--- src/nvmc_cfg.svh ---
`ifndef NVMC_CFG_SVH
`define NVMC_CFG_SVH
// ****************************************************************
// register indexes, byte address is four times the index
// ****************************************************************
`define NVMC_IDX_CONTROL 12'h760
`define NVMC_IDX_ADDR_LOW 12'h762
`define NVMC_IDX_ADDR_UPPER 12'h764
`define NVMC_IDX_KEY 12'h766
`define NVMC_CONTROL_RESET 16'h0000
`define NVMC_KEY_RESET 16'h0000
// ****************************************************************
// control field positions
// ****************************************************************
`define NVMC_BIT_WR 15
`define NVMC_BIT_WRITE_ALLOW_BIT 14
`define NVMC_BIT_WRITE_ABORT_FLAG 13
`define NVMC_BIT_WRITE_INTERVAL_BIT 8
`define NVMC_OPSEL_HI 6
`define NVMC_OP_ERASE_BIT 6
`define NVMC_OP_EE_BIT 2
`define NVMC_OP_BLK_BIT 0
// ****************************************************************
// keys, memory map and sizes
// ****************************************************************
`define NVMC_KEY_FIRST 8'h55
`define NVMC_KEY_SECOND 8'hAA
`define NVMC_EE_BASE 24'h7FF000
`define NVMC_EE_LAST 24'h7FFFFE
`define NVMC_EE_BLOCK_WORDS 6'h10
`define NVMC_ROW_WORDS 6'h20
`define NVMC_UNDEF_DATA 16'hFFFF
// ****************************************************************
// timing
// ****************************************************************
`define NVMC_CLK_PERIOD_NS 100
`define NVMC_EE_OP_TIME_NS 2000000
`define NVMC_FL_OP_TIME_NS 2000000
`endif

--- src/nvmc_pkg.sv ---
package nvmc_pkg;
    // table instruction seen by the block
    typedef struct packed {
        logic valid;
        logic write;
        logic high;
        logic [23:0] addr;
        logic [15:0] wdata;
    } nvmc_tbl_t;
    // command to the array
    typedef struct packed {
        logic go;
        logic erase;
        logic eeprom;
        logic multi;
        logic [23:0] addr;
    } nvmc_cmd_t;
    // one latch word streamed to the array
    typedef struct packed {
        logic valid;
        logic [4:0] idx;
        logic [23:0] data;
    } nvmc_beat_t;
    typedef enum logic [1:0] {KEY_IDLE, KEY_GOT_FIRST, KEY_ARMED} nvmc_key_t;
    typedef enum logic {OP_IDLE, OP_BUSY} nvmc_op_t;
endpackage

--- src/nvmc_ctrl.sv ---
`timescale 1ns/10ps
`include "nvmc_cfg.svh"
module nvmc_ctrl #(
    parameter int unsigned ADDR_W = 13,
    parameter int unsigned EE_OP_CYC =
        `NVMC_EE_OP_TIME_NS / `NVMC_CLK_PERIOD_NS,
    parameter int unsigned FL_OP_CYC =
        `NVMC_FL_OP_TIME_NS / `NVMC_CLK_PERIOD_NS
) (
    input wire logic core_clk,
    input wire logic rst_n,
    input wire logic warm_rst,
    input wire logic [ADDR_W-1:0] avs_address,
    input wire logic avs_read,
    input wire logic avs_write,
    input wire logic [31:0] avs_writedata,
    input wire logic [3:0] avs_byteenable,
    output logic [31:0] avs_readdata,
    output logic avs_waitrequest,
    input wire nvmc_pkg::nvmc_tbl_t tbl,
    output logic [15:0] tbl_rdata,
    output logic tbl_rvalid,
    output logic [23:0] arr_raddr,
    input wire logic [15:0] arr_rdata,
    output nvmc_pkg::nvmc_cmd_t arr_cmd,
    output nvmc_pkg::nvmc_beat_t arr_beat,
    input wire logic done_clr,
    output logic nvm_done_flag,
    output logic cpu_stall
);
    import nvmc_pkg::*;

    // ****************************************************************
    // helpers
    // ****************************************************************
    function automatic logic [ADDR_W-1:0] byte_addr(input logic [11:0] idx);
        byte_addr = ADDR_W'({idx, 2'b00});
    endfunction
    function automatic logic [15:0] merge16(input logic [15:0] old,
        input logic [15:0] nw, input logic [1:0] be);
        merge16 = {be[1] ? nw[15:8] : old[15:8], be[0] ? nw[7:0] : old[7:0]};
    endfunction
    function automatic logic in_ee(input logic [23:0] a);
        in_ee = a >= `NVMC_EE_BASE && a <= `NVMC_EE_LAST;
    endfunction

    // ****************************************************************
    // state
    // ****************************************************************
    logic wr;
    logic write_allow_bit;
    logic write_abort_flag;
    logic write_interval_bit;
    logic [`NVMC_OPSEL_HI:0] operation_select;
    logic [15:0] nvm_addr_low;
    logic [7:0] nvm_addr_upper;
    logic [23:0] latch [`NVMC_ROW_WORDS];
    nvmc_op_t op_state;
    nvmc_cmd_t op;
    logic [5:0] beat_cnt;
    logic [5:0] beat_total;
    logic [4:0] beat_base;
    logic rd_pend;
    logic op_done;
    logic key_armed;

    // ****************************************************************
    // bus decode
    // ****************************************************************
    wire hit_ctrl = avs_address == byte_addr(`NVMC_IDX_CONTROL);
    wire hit_low = avs_address == byte_addr(`NVMC_IDX_ADDR_LOW);
    wire hit_up = avs_address == byte_addr(`NVMC_IDX_ADDR_UPPER);
    wire hit_key = avs_address == byte_addr(`NVMC_IDX_KEY);
    wire wr_take = avs_write && !avs_waitrequest;
    wire rd_first = avs_read && avs_waitrequest;
    wire [15:0] wdata16 = avs_writedata[15:0];
    wire [1:0] be = avs_byteenable[1:0];
    wire busy = op_state == OP_BUSY;

    // control register as read, unimplemented bits zero
    wire [15:0] ctrl_view = {wr, write_allow_bit, write_abort_flag, 4'h0,
        write_interval_bit, 1'b0, operation_select};
    wire [15:0] ctrl_new = merge16(ctrl_view, wdata16, be);
    wire ctrl_take = wr_take && hit_ctrl;

    // start needs the unlocked key and a previously set write-allow
    wire start_ok = ctrl_take && ctrl_new[`NVMC_BIT_WR] && key_armed
        && write_allow_bit && !busy && !warm_rst;
    wire [15:0] read_mux = hit_ctrl ? ctrl_view
        : hit_low ? nvm_addr_low
        : hit_up ? {8'h00, nvm_addr_upper}
        : 16'h0000; // key and unmapped read zero
    wire [23:0] tgt_addr = {nvm_addr_upper, nvm_addr_low};
    wire op_ee = operation_select[`NVMC_OP_EE_BIT];
    wire op_multi = operation_select[`NVMC_OP_BLK_BIT];
    wire [4:0] addr_idx = nvm_addr_low[5:1];
    wire [4:0] tbl_idx = tbl.addr[5:1];
    wire tbl_wr = tbl.valid && tbl.write;
    wire tbl_rd_ee = tbl.valid && !tbl.write && in_ee(tbl.addr);
    // latch slot of the current beat
    wire [4:0] beat_idx = beat_base + beat_cnt[4:0];

    // ****************************************************************
    // sub blocks
    // ****************************************************************
    nvmc_key_guard u_key (
        .core_clk(core_clk),
        .rst_n(rst_n),
        .wr_take(wr_take),
        .key_hit(hit_key && be[0]),
        .key_data(wdata16[7:0]),
        .brk(warm_rst || tbl.valid),
        .armed(key_armed)
    );
    nvmc_op_timer #(
        .EE_CYC(EE_OP_CYC),
        .FL_CYC(FL_OP_CYC)
    ) u_timer (
        .core_clk(core_clk),
        .rst_n(rst_n),
        .start(start_ok),
        .flash(!op_ee),
        .abort(warm_rst),
        .done(op_done)
    );

    // ****************************************************************
    // avalon slave, one wait cycle per access
    // ****************************************************************
    always_ff @(posedge core_clk or negedge rst_n)
    begin
        if (!rst_n)
        begin
            avs_waitrequest <= 1'b1;
            avs_readdata <= 32'h0000_0000;
        end
        else
        begin
            avs_waitrequest <= !((avs_read || avs_write) && avs_waitrequest);
            if (rd_first)
                avs_readdata <= {16'h0000, read_mux};
        end
    end

    // ****************************************************************
    // control register
    // ****************************************************************
    always_ff @(posedge core_clk or negedge rst_n)
    begin
        if (!rst_n)
        begin
            wr <= 1'(`NVMC_CONTROL_RESET >> `NVMC_BIT_WR);
            write_allow_bit <= 1'b0;
            write_abort_flag <= 1'b0;
            write_interval_bit <= 1'b0;
            operation_select <= '0;
        end
        else if (warm_rst)
        begin
            wr <= 1'b0;
            write_allow_bit <= 1'b0;
            write_abort_flag <= busy || write_abort_flag;
            write_interval_bit <= 1'b0;
            operation_select <= '0;
        end
        else
        begin
            // software can set start, only hardware clears it
            if (op_done)
                wr <= 1'b0;
            else if (start_ok)
                wr <= 1'b1;
            if (ctrl_take)
            begin
                write_allow_bit <= ctrl_new[`NVMC_BIT_WRITE_ALLOW_BIT];
                write_abort_flag <= ctrl_new[`NVMC_BIT_WRITE_ABORT_FLAG];
                write_interval_bit <= ctrl_new[`NVMC_BIT_WRITE_INTERVAL_BIT];
                operation_select <= ctrl_new[`NVMC_OPSEL_HI:0];
            end
        end
    end

    // ****************************************************************
    // address registers, survive warm reset
    // ****************************************************************
    always_ff @(posedge core_clk or negedge rst_n)
    begin
        if (!rst_n)
        begin
            nvm_addr_low <= 16'h0000;
            nvm_addr_upper <= 8'h00;
        end
        else if (tbl.valid)
        begin
            nvm_addr_low <= tbl.addr[15:0];
            nvm_addr_upper <= tbl.addr[23:16];
        end
        else if (wr_take)
        begin
            if (hit_low)
                nvm_addr_low <= merge16(nvm_addr_low, wdata16, be);
            if (hit_up && be[0])
                nvm_addr_upper <= wdata16[7:0];
        end
    end

    // ****************************************************************
    // write latches loaded by table writes
    // ****************************************************************
    always_ff @(posedge core_clk)
    begin
        if (tbl_wr && tbl.high)
            latch[tbl_idx][23:16] <= tbl.wdata[7:0];
        else if (tbl_wr)
            latch[tbl_idx][15:0] <= tbl.wdata;
    end

    // ****************************************************************
    // operation sequencer
    // ****************************************************************
    always_ff @(posedge core_clk or negedge rst_n)
    begin
        if (!rst_n)
        begin
            op_state <= OP_IDLE;
            op <= '0;
            arr_cmd <= '0;
            beat_cnt <= 6'h00;
            beat_total <= 6'h00;
            beat_base <= 5'h00;
            cpu_stall <= 1'b0;
        end
        else
        begin
            arr_cmd.go <= 1'b0;
            unique case (op_state)
                OP_IDLE:
                    if (start_ok)
                    begin
                        op_state <= OP_BUSY;
                        op <= {1'b1, operation_select[`NVMC_OP_ERASE_BIT],
                            op_ee, op_multi, tgt_addr};
                        arr_cmd <= {1'b1, operation_select[`NVMC_OP_ERASE_BIT],
                            op_ee, op_multi, tgt_addr};
                        // word count of the operation
                        beat_total <= !op_ee ? `NVMC_ROW_WORDS
                            : op_multi ? `NVMC_EE_BLOCK_WORDS
                            : 6'h01;
                        beat_base <= !op_ee ? 5'h00
                            : op_multi ? {addr_idx[4], 4'h0} : addr_idx;
                        beat_cnt <= 6'h00;
                        cpu_stall <= !op_ee;
                    end
                OP_BUSY:
                    if (warm_rst || op_done)
                    begin
                        op_state <= OP_IDLE;
                        cpu_stall <= 1'b0;
                    end
                    else if (beat_cnt != beat_total)
                        beat_cnt <= beat_cnt + 6'h01;
            endcase
        end
    end

    // stream latch words to the array while programming
    always_ff @(posedge core_clk or negedge rst_n)
    begin
        if (!rst_n)
            arr_beat <= '0;
        else
        begin
            arr_beat.valid <= busy && !op.erase && beat_cnt != beat_total;
            arr_beat.idx <= beat_idx;
            arr_beat.data <= latch[beat_idx];
        end
    end

    // ****************************************************************
    // done flag, a new completion wins over a clear
    // ****************************************************************
    always_ff @(posedge core_clk or negedge rst_n)
    begin
        if (!rst_n)
            nvm_done_flag <= 1'b0;
        else if (op_done)
            nvm_done_flag <= 1'b1;
        else if (done_clr)
            nvm_done_flag <= 1'b0;
    end

    // ****************************************************************
    // eeprom table reads, undefined while an eeprom op runs
    // ****************************************************************
    always_ff @(posedge core_clk or negedge rst_n)
    begin
        if (!rst_n)
        begin
            arr_raddr <= 24'h000000;
            rd_pend <= 1'b0;
            tbl_rvalid <= 1'b0;
            tbl_rdata <= 16'h0000;
        end
        else
        begin
            rd_pend <= tbl_rd_ee;
            if (tbl_rd_ee)
                arr_raddr <= tbl.addr;
            tbl_rvalid <= rd_pend;
            if (rd_pend)
                tbl_rdata <= (busy && op.eeprom) ? `NVMC_UNDEF_DATA
                    : arr_rdata;
        end
    end
endmodule // nvmc_ctrl

--- src/nvmc_op_timer.sv ---
`timescale 1ns/10ps
`include "nvmc_cfg.svh"
module nvmc_op_timer #(
    parameter int unsigned EE_CYC = 20000,
    parameter int unsigned FL_CYC = 20000,
    parameter int unsigned CNT_W = 16
) (
    input wire logic core_clk,
    input wire logic rst_n,
    input wire logic start,
    input wire logic flash,
    input wire logic abort,
    output logic done
);
    import nvmc_pkg::*;
    logic [CNT_W-1:0] cnt;
    logic running;
    // ****************************************************************
    // operation duration count
    // ****************************************************************
    always_ff @(posedge core_clk or negedge rst_n)
    begin
        if (!rst_n)
        begin
            cnt <= '0;
            running <= 1'b0;
            done <= 1'b0;
        end
        else
        begin
            done <= running && !abort && cnt == CNT_W'(1);
            if (abort || (running && cnt == CNT_W'(1)))
                running <= 1'b0;
            else if (start)
            begin
                running <= 1'b1;
                cnt <= flash ? CNT_W'(FL_CYC) : CNT_W'(EE_CYC);
            end
            else if (running)
                cnt <= cnt - CNT_W'(1);
        end
    end
endmodule // nvmc_op_timer

--- src/nvmc_key_guard.sv ---
`timescale 1ns/10ps
`include "nvmc_cfg.svh"
module nvmc_key_guard (
    input wire logic core_clk,
    input wire logic rst_n,
    input wire logic wr_take,
    input wire logic key_hit,
    input wire logic [7:0] key_data,
    input wire logic brk,
    output logic armed
);
    import nvmc_pkg::*;
    nvmc_key_t state;
    nvmc_key_t next_state;
    // ****************************************************************
    // unlock sequence, any other bus write or table instruction in between drops it; bus reads do not
    // ****************************************************************
    always_comb
    begin
        next_state = state;
        if (brk)
            next_state = KEY_IDLE;
        else if (wr_take)
        begin
            unique case (state)
                KEY_IDLE, KEY_ARMED:
                    next_state = (key_hit && key_data == `NVMC_KEY_FIRST)
                        ? KEY_GOT_FIRST : KEY_IDLE;
                KEY_GOT_FIRST:
                    next_state = (key_hit && key_data == `NVMC_KEY_SECOND)
                        ? KEY_ARMED : KEY_IDLE;
            endcase
        end
    end
    always_ff @(posedge core_clk or negedge rst_n)
    begin
        if (!rst_n)
            state <= KEY_IDLE;
        else
            state <= next_state;
    end
    assign armed = state == KEY_ARMED;
endmodule // nvmc_key_guard

--- config.mk ---
export PLATFORM = sky130hd
export DESIGN_NAME = nvmc_ctrl
export DESIGN_NICKNAME = d
export VERILOG_FILES = /design/src/nvmc_pkg.sv /design/src/nvmc_ctrl.sv /design/src/nvmc_op_timer.sv /design/src/nvmc_key_guard.sv
export VERILOG_INCLUDE_DIRS = /design/src
export SDC_FILE = /design/constraint.sdc
export NUM_CORES = 1
export LEC_CHECK = 0
export ABC_CLOCK_PERIOD_IN_PS = 7640
export BUFFER_PORTS_ARGS = -buffer_cell sky130_fd_sc_hd__clkbuf_2
export CAP_MARGIN = 10
export CELL_PAD_IN_SITES_DETAIL_PLACEMENT = 1
export CELL_PAD_IN_SITES_GLOBAL_PLACEMENT = 1
export CORE_AREA = 5 5 271 273
export DETAILED_ROUTE_END_ITERATION = 7
export DIE_AREA = 0 0 276 278
export PLACE_DENSITY = 0.86
export SYNTH_ARGS = -nofsm -noshare
export SYNTH_HDL_FRONTEND = slang
export SYNTH_SLANG_ARGS = --single-unit
export TNS_END_PERCENT = 100
--- constraint.sdc ---
create_clock -name core_clk -period 7.64 [get_ports core_clk]
set_input_delay 1.528 -clock core_clk [delete_from_list [all_inputs] [get_ports core_clk]]
set_output_delay 1.528 -clock core_clk [all_outputs]
set_load 0.01 [all_outputs]
# Word-level counts from Yosys, hierarchy flattened
# Memory sizes are Yosys's and may differ from the RTL's. A register that Yosys moved wholly into a read port is not among the register bits.
# Index checks and enable logic that the tools add are counted.
# totals
wordCells	170
output_inout_bits	134
mem_bits_rw	768
register_bits	168
mem_count	1
# op_classes
magnitude_cmp	2
n_eq_ne	14
reduce_logical	61
muxes	56
add_sub_neg	3
bitwise	2
# mem_list
memory	words	width	rd	rd_ports_with_merged_regs	write_ports	line_no	text
latch	32	24	1	1	1	nvmc_ctrl.sv:57	logic [23:0] latch [`NVMC_ROW_WORDS];
# op_table
cell	n
$mux 16	8
$mux 28	2
$mux 8	7
$eq 13x13->1 const B	4
$ge 24x23->1 const B	1
$le 24x23->1 const B	1
$logic_and 1x1->1	24
$mux 6	4
$reduce_bool 2->1	12
$mux 1	22
$mux 7	3
$eq 16x1->1 const B	1
$sub 16x1->16 const B	1
$pmux 6 s2	1
$reduce_and 2->1	6
$mux 5	2
$reduce_and 3->1	3
$eq 8x7->1 const B	1
$eq 8x8->1 const B	1
$logic_not 1->1	8
$add 6x1->6 const B	1
$mux 2	3
$ne 6x6->1	1
$add 5x5->5	1
12 further kinds	20

# Depth between registers and ports, before layout
# depth
ltp_word	11
depth_mapped	12
depth_no_buf	9

# Modules after synthesis
# From an unflattened synthesis, not the netlist that was laid out.
# unflattened
hier_cells	2462
area_unflattened_um2	38674.6
# modules_own_cells
module	cells_each	instances	area_per_inst_um2	seq_area_each_um2
nvmc_ctrl	2338	1	37527.2	27292.4
nvmc_op_timer	109	1	984.7	450.4
nvmc_key_guard	15	1	162.7	50.0

# Least setup slack after synthesis
# No wires, ideal clock.
# synth_timing
kind	input port to flip-flop
startpoint	input port tbl[20] in the netlist's numbering
endpoint	memory latch[31][0], enable pin
t_required_ns	7.231
n_path_buf	1
cell_stages	5
setup_slack_ns	3.925
setup_time_ns	0.409
arrival_time_ns	3.306
cell_sequence	clkbuf_1 -> nand3_1 -> inv_1 -> nand3_1 -> nor3_1
# synth_lines
item	line_no	text
from (decl)	nvmc_ctrl.sv:20	input wire nvmc_pkg::nvmc_tbl_t tbl,
to (decl)	nvmc_ctrl.sv:57	
# Straight into the memory's write port.

# Final worst setup path
# layout_timing
startpoint	register beat_cnt[0]
endpoint	register, netlist name arr_beat[4]
# layout_between
elab_chain_cells	1
# layout_lines
item	line_no	text
from (decl)	nvmc_ctrl.sv:60	logic [5:0] beat_cnt;
from (signal assigned)	nvmc_ctrl.sv:261	beat_cnt <= beat_cnt + 6'h01;
$add 5x5->5	nvmc_ctrl.sv:101	wire [4:0] beat_idx = beat_base + beat_cnt[4:0];
# No other way between the ends.
# A chain may end at the register's enable or synchronous reset.

==> qor.txt <==
met1 usage -> 35.2%
slowest CP cell -> buf_12
final hold vios -> 0
# DRC -> 0
ANT nets after route -> 0
global-route wire length before repair -> 167000 µm
total negative setup slack -> 0 ns
number of enable flip-flop cells after synthesis -> 768
initial antenna violation count -> 0
met2 Track Usage GR -> 49.9%
Avg Vias per Cell -> 6.35
Critical Path Source Type -> register
Worst Hold Class -> register to register
Setup crit end kind -> register
H-tree depth -> 3
number of diodes -> 0
RSZ-0062 raised after global routing -> false
Crit Path Max Fanout -> 167
Die Y -> 278 µm
gr ovfl total -> 0
Routed WL -> 112000 µm
Hold Path Origin -> arr_raddr[21]
worst slew pin tran -> 1.24 ns
Die Area -> 76700 µm²
Max Slew Vio Count -> 0
switching pwr -> 2.73 mW
hpwl dp -> 64000 µm
Buf/Inv on CP -> 2
hold endpoint -> arr_raddr[21]
Crit path max-delay family -> buffers and inverters
xor/xnor share of the synthesized area -> 0.206%
Final setup viols -> 0
arrival time worst endpoint -> 5.07 ns
Reg2Reg Launch Point -> beat_cnt[0]
status -> completed
compound-cell area share of the yosys netlist -> 6.63%
Boundary Pins -> 248
count leader, synth -> edfxtp_1
Crit Path Category -> register to register
routed via count -> 24400
PostCTS Resize Cnt -> 0
synth top area cells -> edfxtp_1 (61%), dfrtp_1 (12%), mux2i_1 (5.6%), nand2_1 (5.3%), nand3_1 (1.5%)
Min-Delay Path Depth -> 1
Sequential Power Share -> 50.5%
clock power share -> 41.3%
final instance area -> 42900 µm²
CP required -> 8.16 ns
Layout Nets -> 2937
fraction of layout instances using a drive strength above 1 -> 16.5%
adder-cell share of the synthesized area -> 0.286%
sw frac -> 23.9%
worst reg-to-reg setup slack -> 3.10 ns
worst-skew pair later-pin latency -> 0.66 ns
drt wl/cell -> 29.1 µm
layer with the highest usage -> met2
Root Buffer -> clkbuf_16
Pint -> 8.69 mW
Post-synth top cells -> edfxtp_1 (768), nand2_1 (527), mux2i_1 (210), dfrtp_1 (188), nand3_1 (116)
reg-to-reg endpoint -> arr_beat[4]
CORE AREA -> 70900 µm²
Num CTS Buffers -> 96
cells after synthesis -> 2598
TritonRoute pass-1 iters -> 6
Worst-path clk slew -> 0.06 ns
Peak VDD IR -> 0.158 mV
setup bufs post-CTS -> 0
max frequency -> 220 MHz
clock tree buffer depth -> 3
Worst path max stage delay -> 0.70 ns
power density over the cells -> 266 nW/µm²
largest family of logic cells by synthesized area -> simple AND/OR/NAND/NOR gates
clock sinks -> 957
GP Congestion -> 0.914
period utilization -> 59.5%
hold_buf cts -> 0
DR iter-0 viols -> 2808
headroom to the max-slew limit -> 17.2%
syn avg cell area -> 14.5 µm²
CTS tree -> built
Synth top area share -> 61.2%
Post-synth top flop -> edfxtp_1
GR Util All Layers -> 28.4%
dominant cell type by area after synthesis -> edfxtp_1
vias in the first global route -> 26400
Worst Reg-to-Reg Cells -> 10
Syn-to-layout area delta -> 14.1%
Synth warnings -> 0
Design Power -> 11.4 mW
die width -> 276 µm
met3 Use GR -> 4.92%
library cells used by synthesis -> 63
post-synthesis mux area share -> 7.03%
crit path from -> beat_cnt[0]
Max Cap Viol -> 0
flops & latches, synth -> 957
Mapped Area -> 37700 µm²
Layout Skew -> 0.0316 ns
Async S/R FF share, synth -> 19.7%
Simple-Gate Fraction of Synth Area -> 9.92%
crit-path cells -> ha_1 > fa_1 > xnor2_4 > inv_8 > buf_12 > nand2_1 > a32o_1 > a221oi_1 > o22ai_1 > nor3_1
Lkg Pwr -> 15.8 nW
shortest period the worst path allows -> 4.54 ns
sequential share of the synthesized area -> 73.8%
I/O Buffers -> 213
DP Area -> 39700 µm²
Starting Density -> 53.1%
largest net degree at the start of global routing -> 189
Site Rows -> 98
Comb pwr share -> 8.3%
[per-layer routing]
layer  up-vias  share of wire, %
met2      1365                52
met3       298               7.8
met1     12500                36
met4         0               4.2
met5         -                 0
li1      10200                 -
[cells by family after synthesis]
family,Yosys count
xor gates and xnor gates,8
adders and majority gates,8
DFF,957
other,1
and+or+nand+nor,860
AOI/OAI and AO/OA,334
muxes,250
buffers and inverters,180
[placed cells by master (no fill, tap or decap), types with 48 or more instances in the layout]
cell type | synthesis | layout
nand2_1 | 527 | 527
dfrtp_1 | 188 | 188
buf_4 | 19 | 53
a31oi_1 | 50 | 50
nand3_1 | 116 | 116
nor2_1 | 92 | 85
clkbuf_16 | 0 | 98
a32o_1 | 48 | 48
mux2i_1 | 210 | 210
clkbuf_2 | 0 | 212
edfxtp_1 | 768 | 768
o21ai_0 | 58 | 58
[power groups by stage]
stage	combinational, mW	clock (mW)	sequential, mW
after floorplan	0.492	0	5.87
after global placement	0.851	0	5.86
after detailed placement	0.904	0	5.87
after CTS	0.925	4.75	5.77
after global routing	0.995	5.03	5.77
final	0.943	4.71	5.77
[layout make-up]
class	count	area, µm²
Inverter	12	52.6
Multi-Input combinational cell	1476	9180
Fill cell	6655	27900
Tap cell	950	1190
Clock inverter	41	429
Sequential cell	957	27800
Timing Repair Buffer	272	1590
Clock buffer	135	2710
[worst max path at each step]
stage | end | slack [ns] | cells after the start
floorplan | latch[31][0] | 3.93 | 5
global placement | arr_beat[7] | 3.31 | 10
detailed placement | arr_beat[4] | 3.15 | 10
CTS | arr_beat[4] | 2.93 | 10
global route | arr_beat[4] | 2.78 | 10
finish | arr_beat[4] | 3.10 | 10
[flip-flops by register name (all words and copies together) (netlist names), 5 cells and up]
signal and count:
arr_beat 30, arr_cmd 26, arr_raddr 24, avs_readdata 16, beat_base 5, beat_cnt 6, latch 768, nvm_addr_low 16
nvm_addr_upper 8, operation_select 7, tbl_rdata 16, u_timer.cnt 16
[stage by stage]
step,std cells,worst slack (ns),hold slack (ns),util [%]
after global placement,3662,3.31,0.446,56.0
final,3843,3.10,0.474,60.6
after detailed placement,3662,3.15,0.459,56.0
after CTS,3838,2.93,0.473,60.5
after floorplan,2613,3.93,0.352,-
after global routing,3843,2.78,0.488,60.6
(Power assumes the default switching activity.)
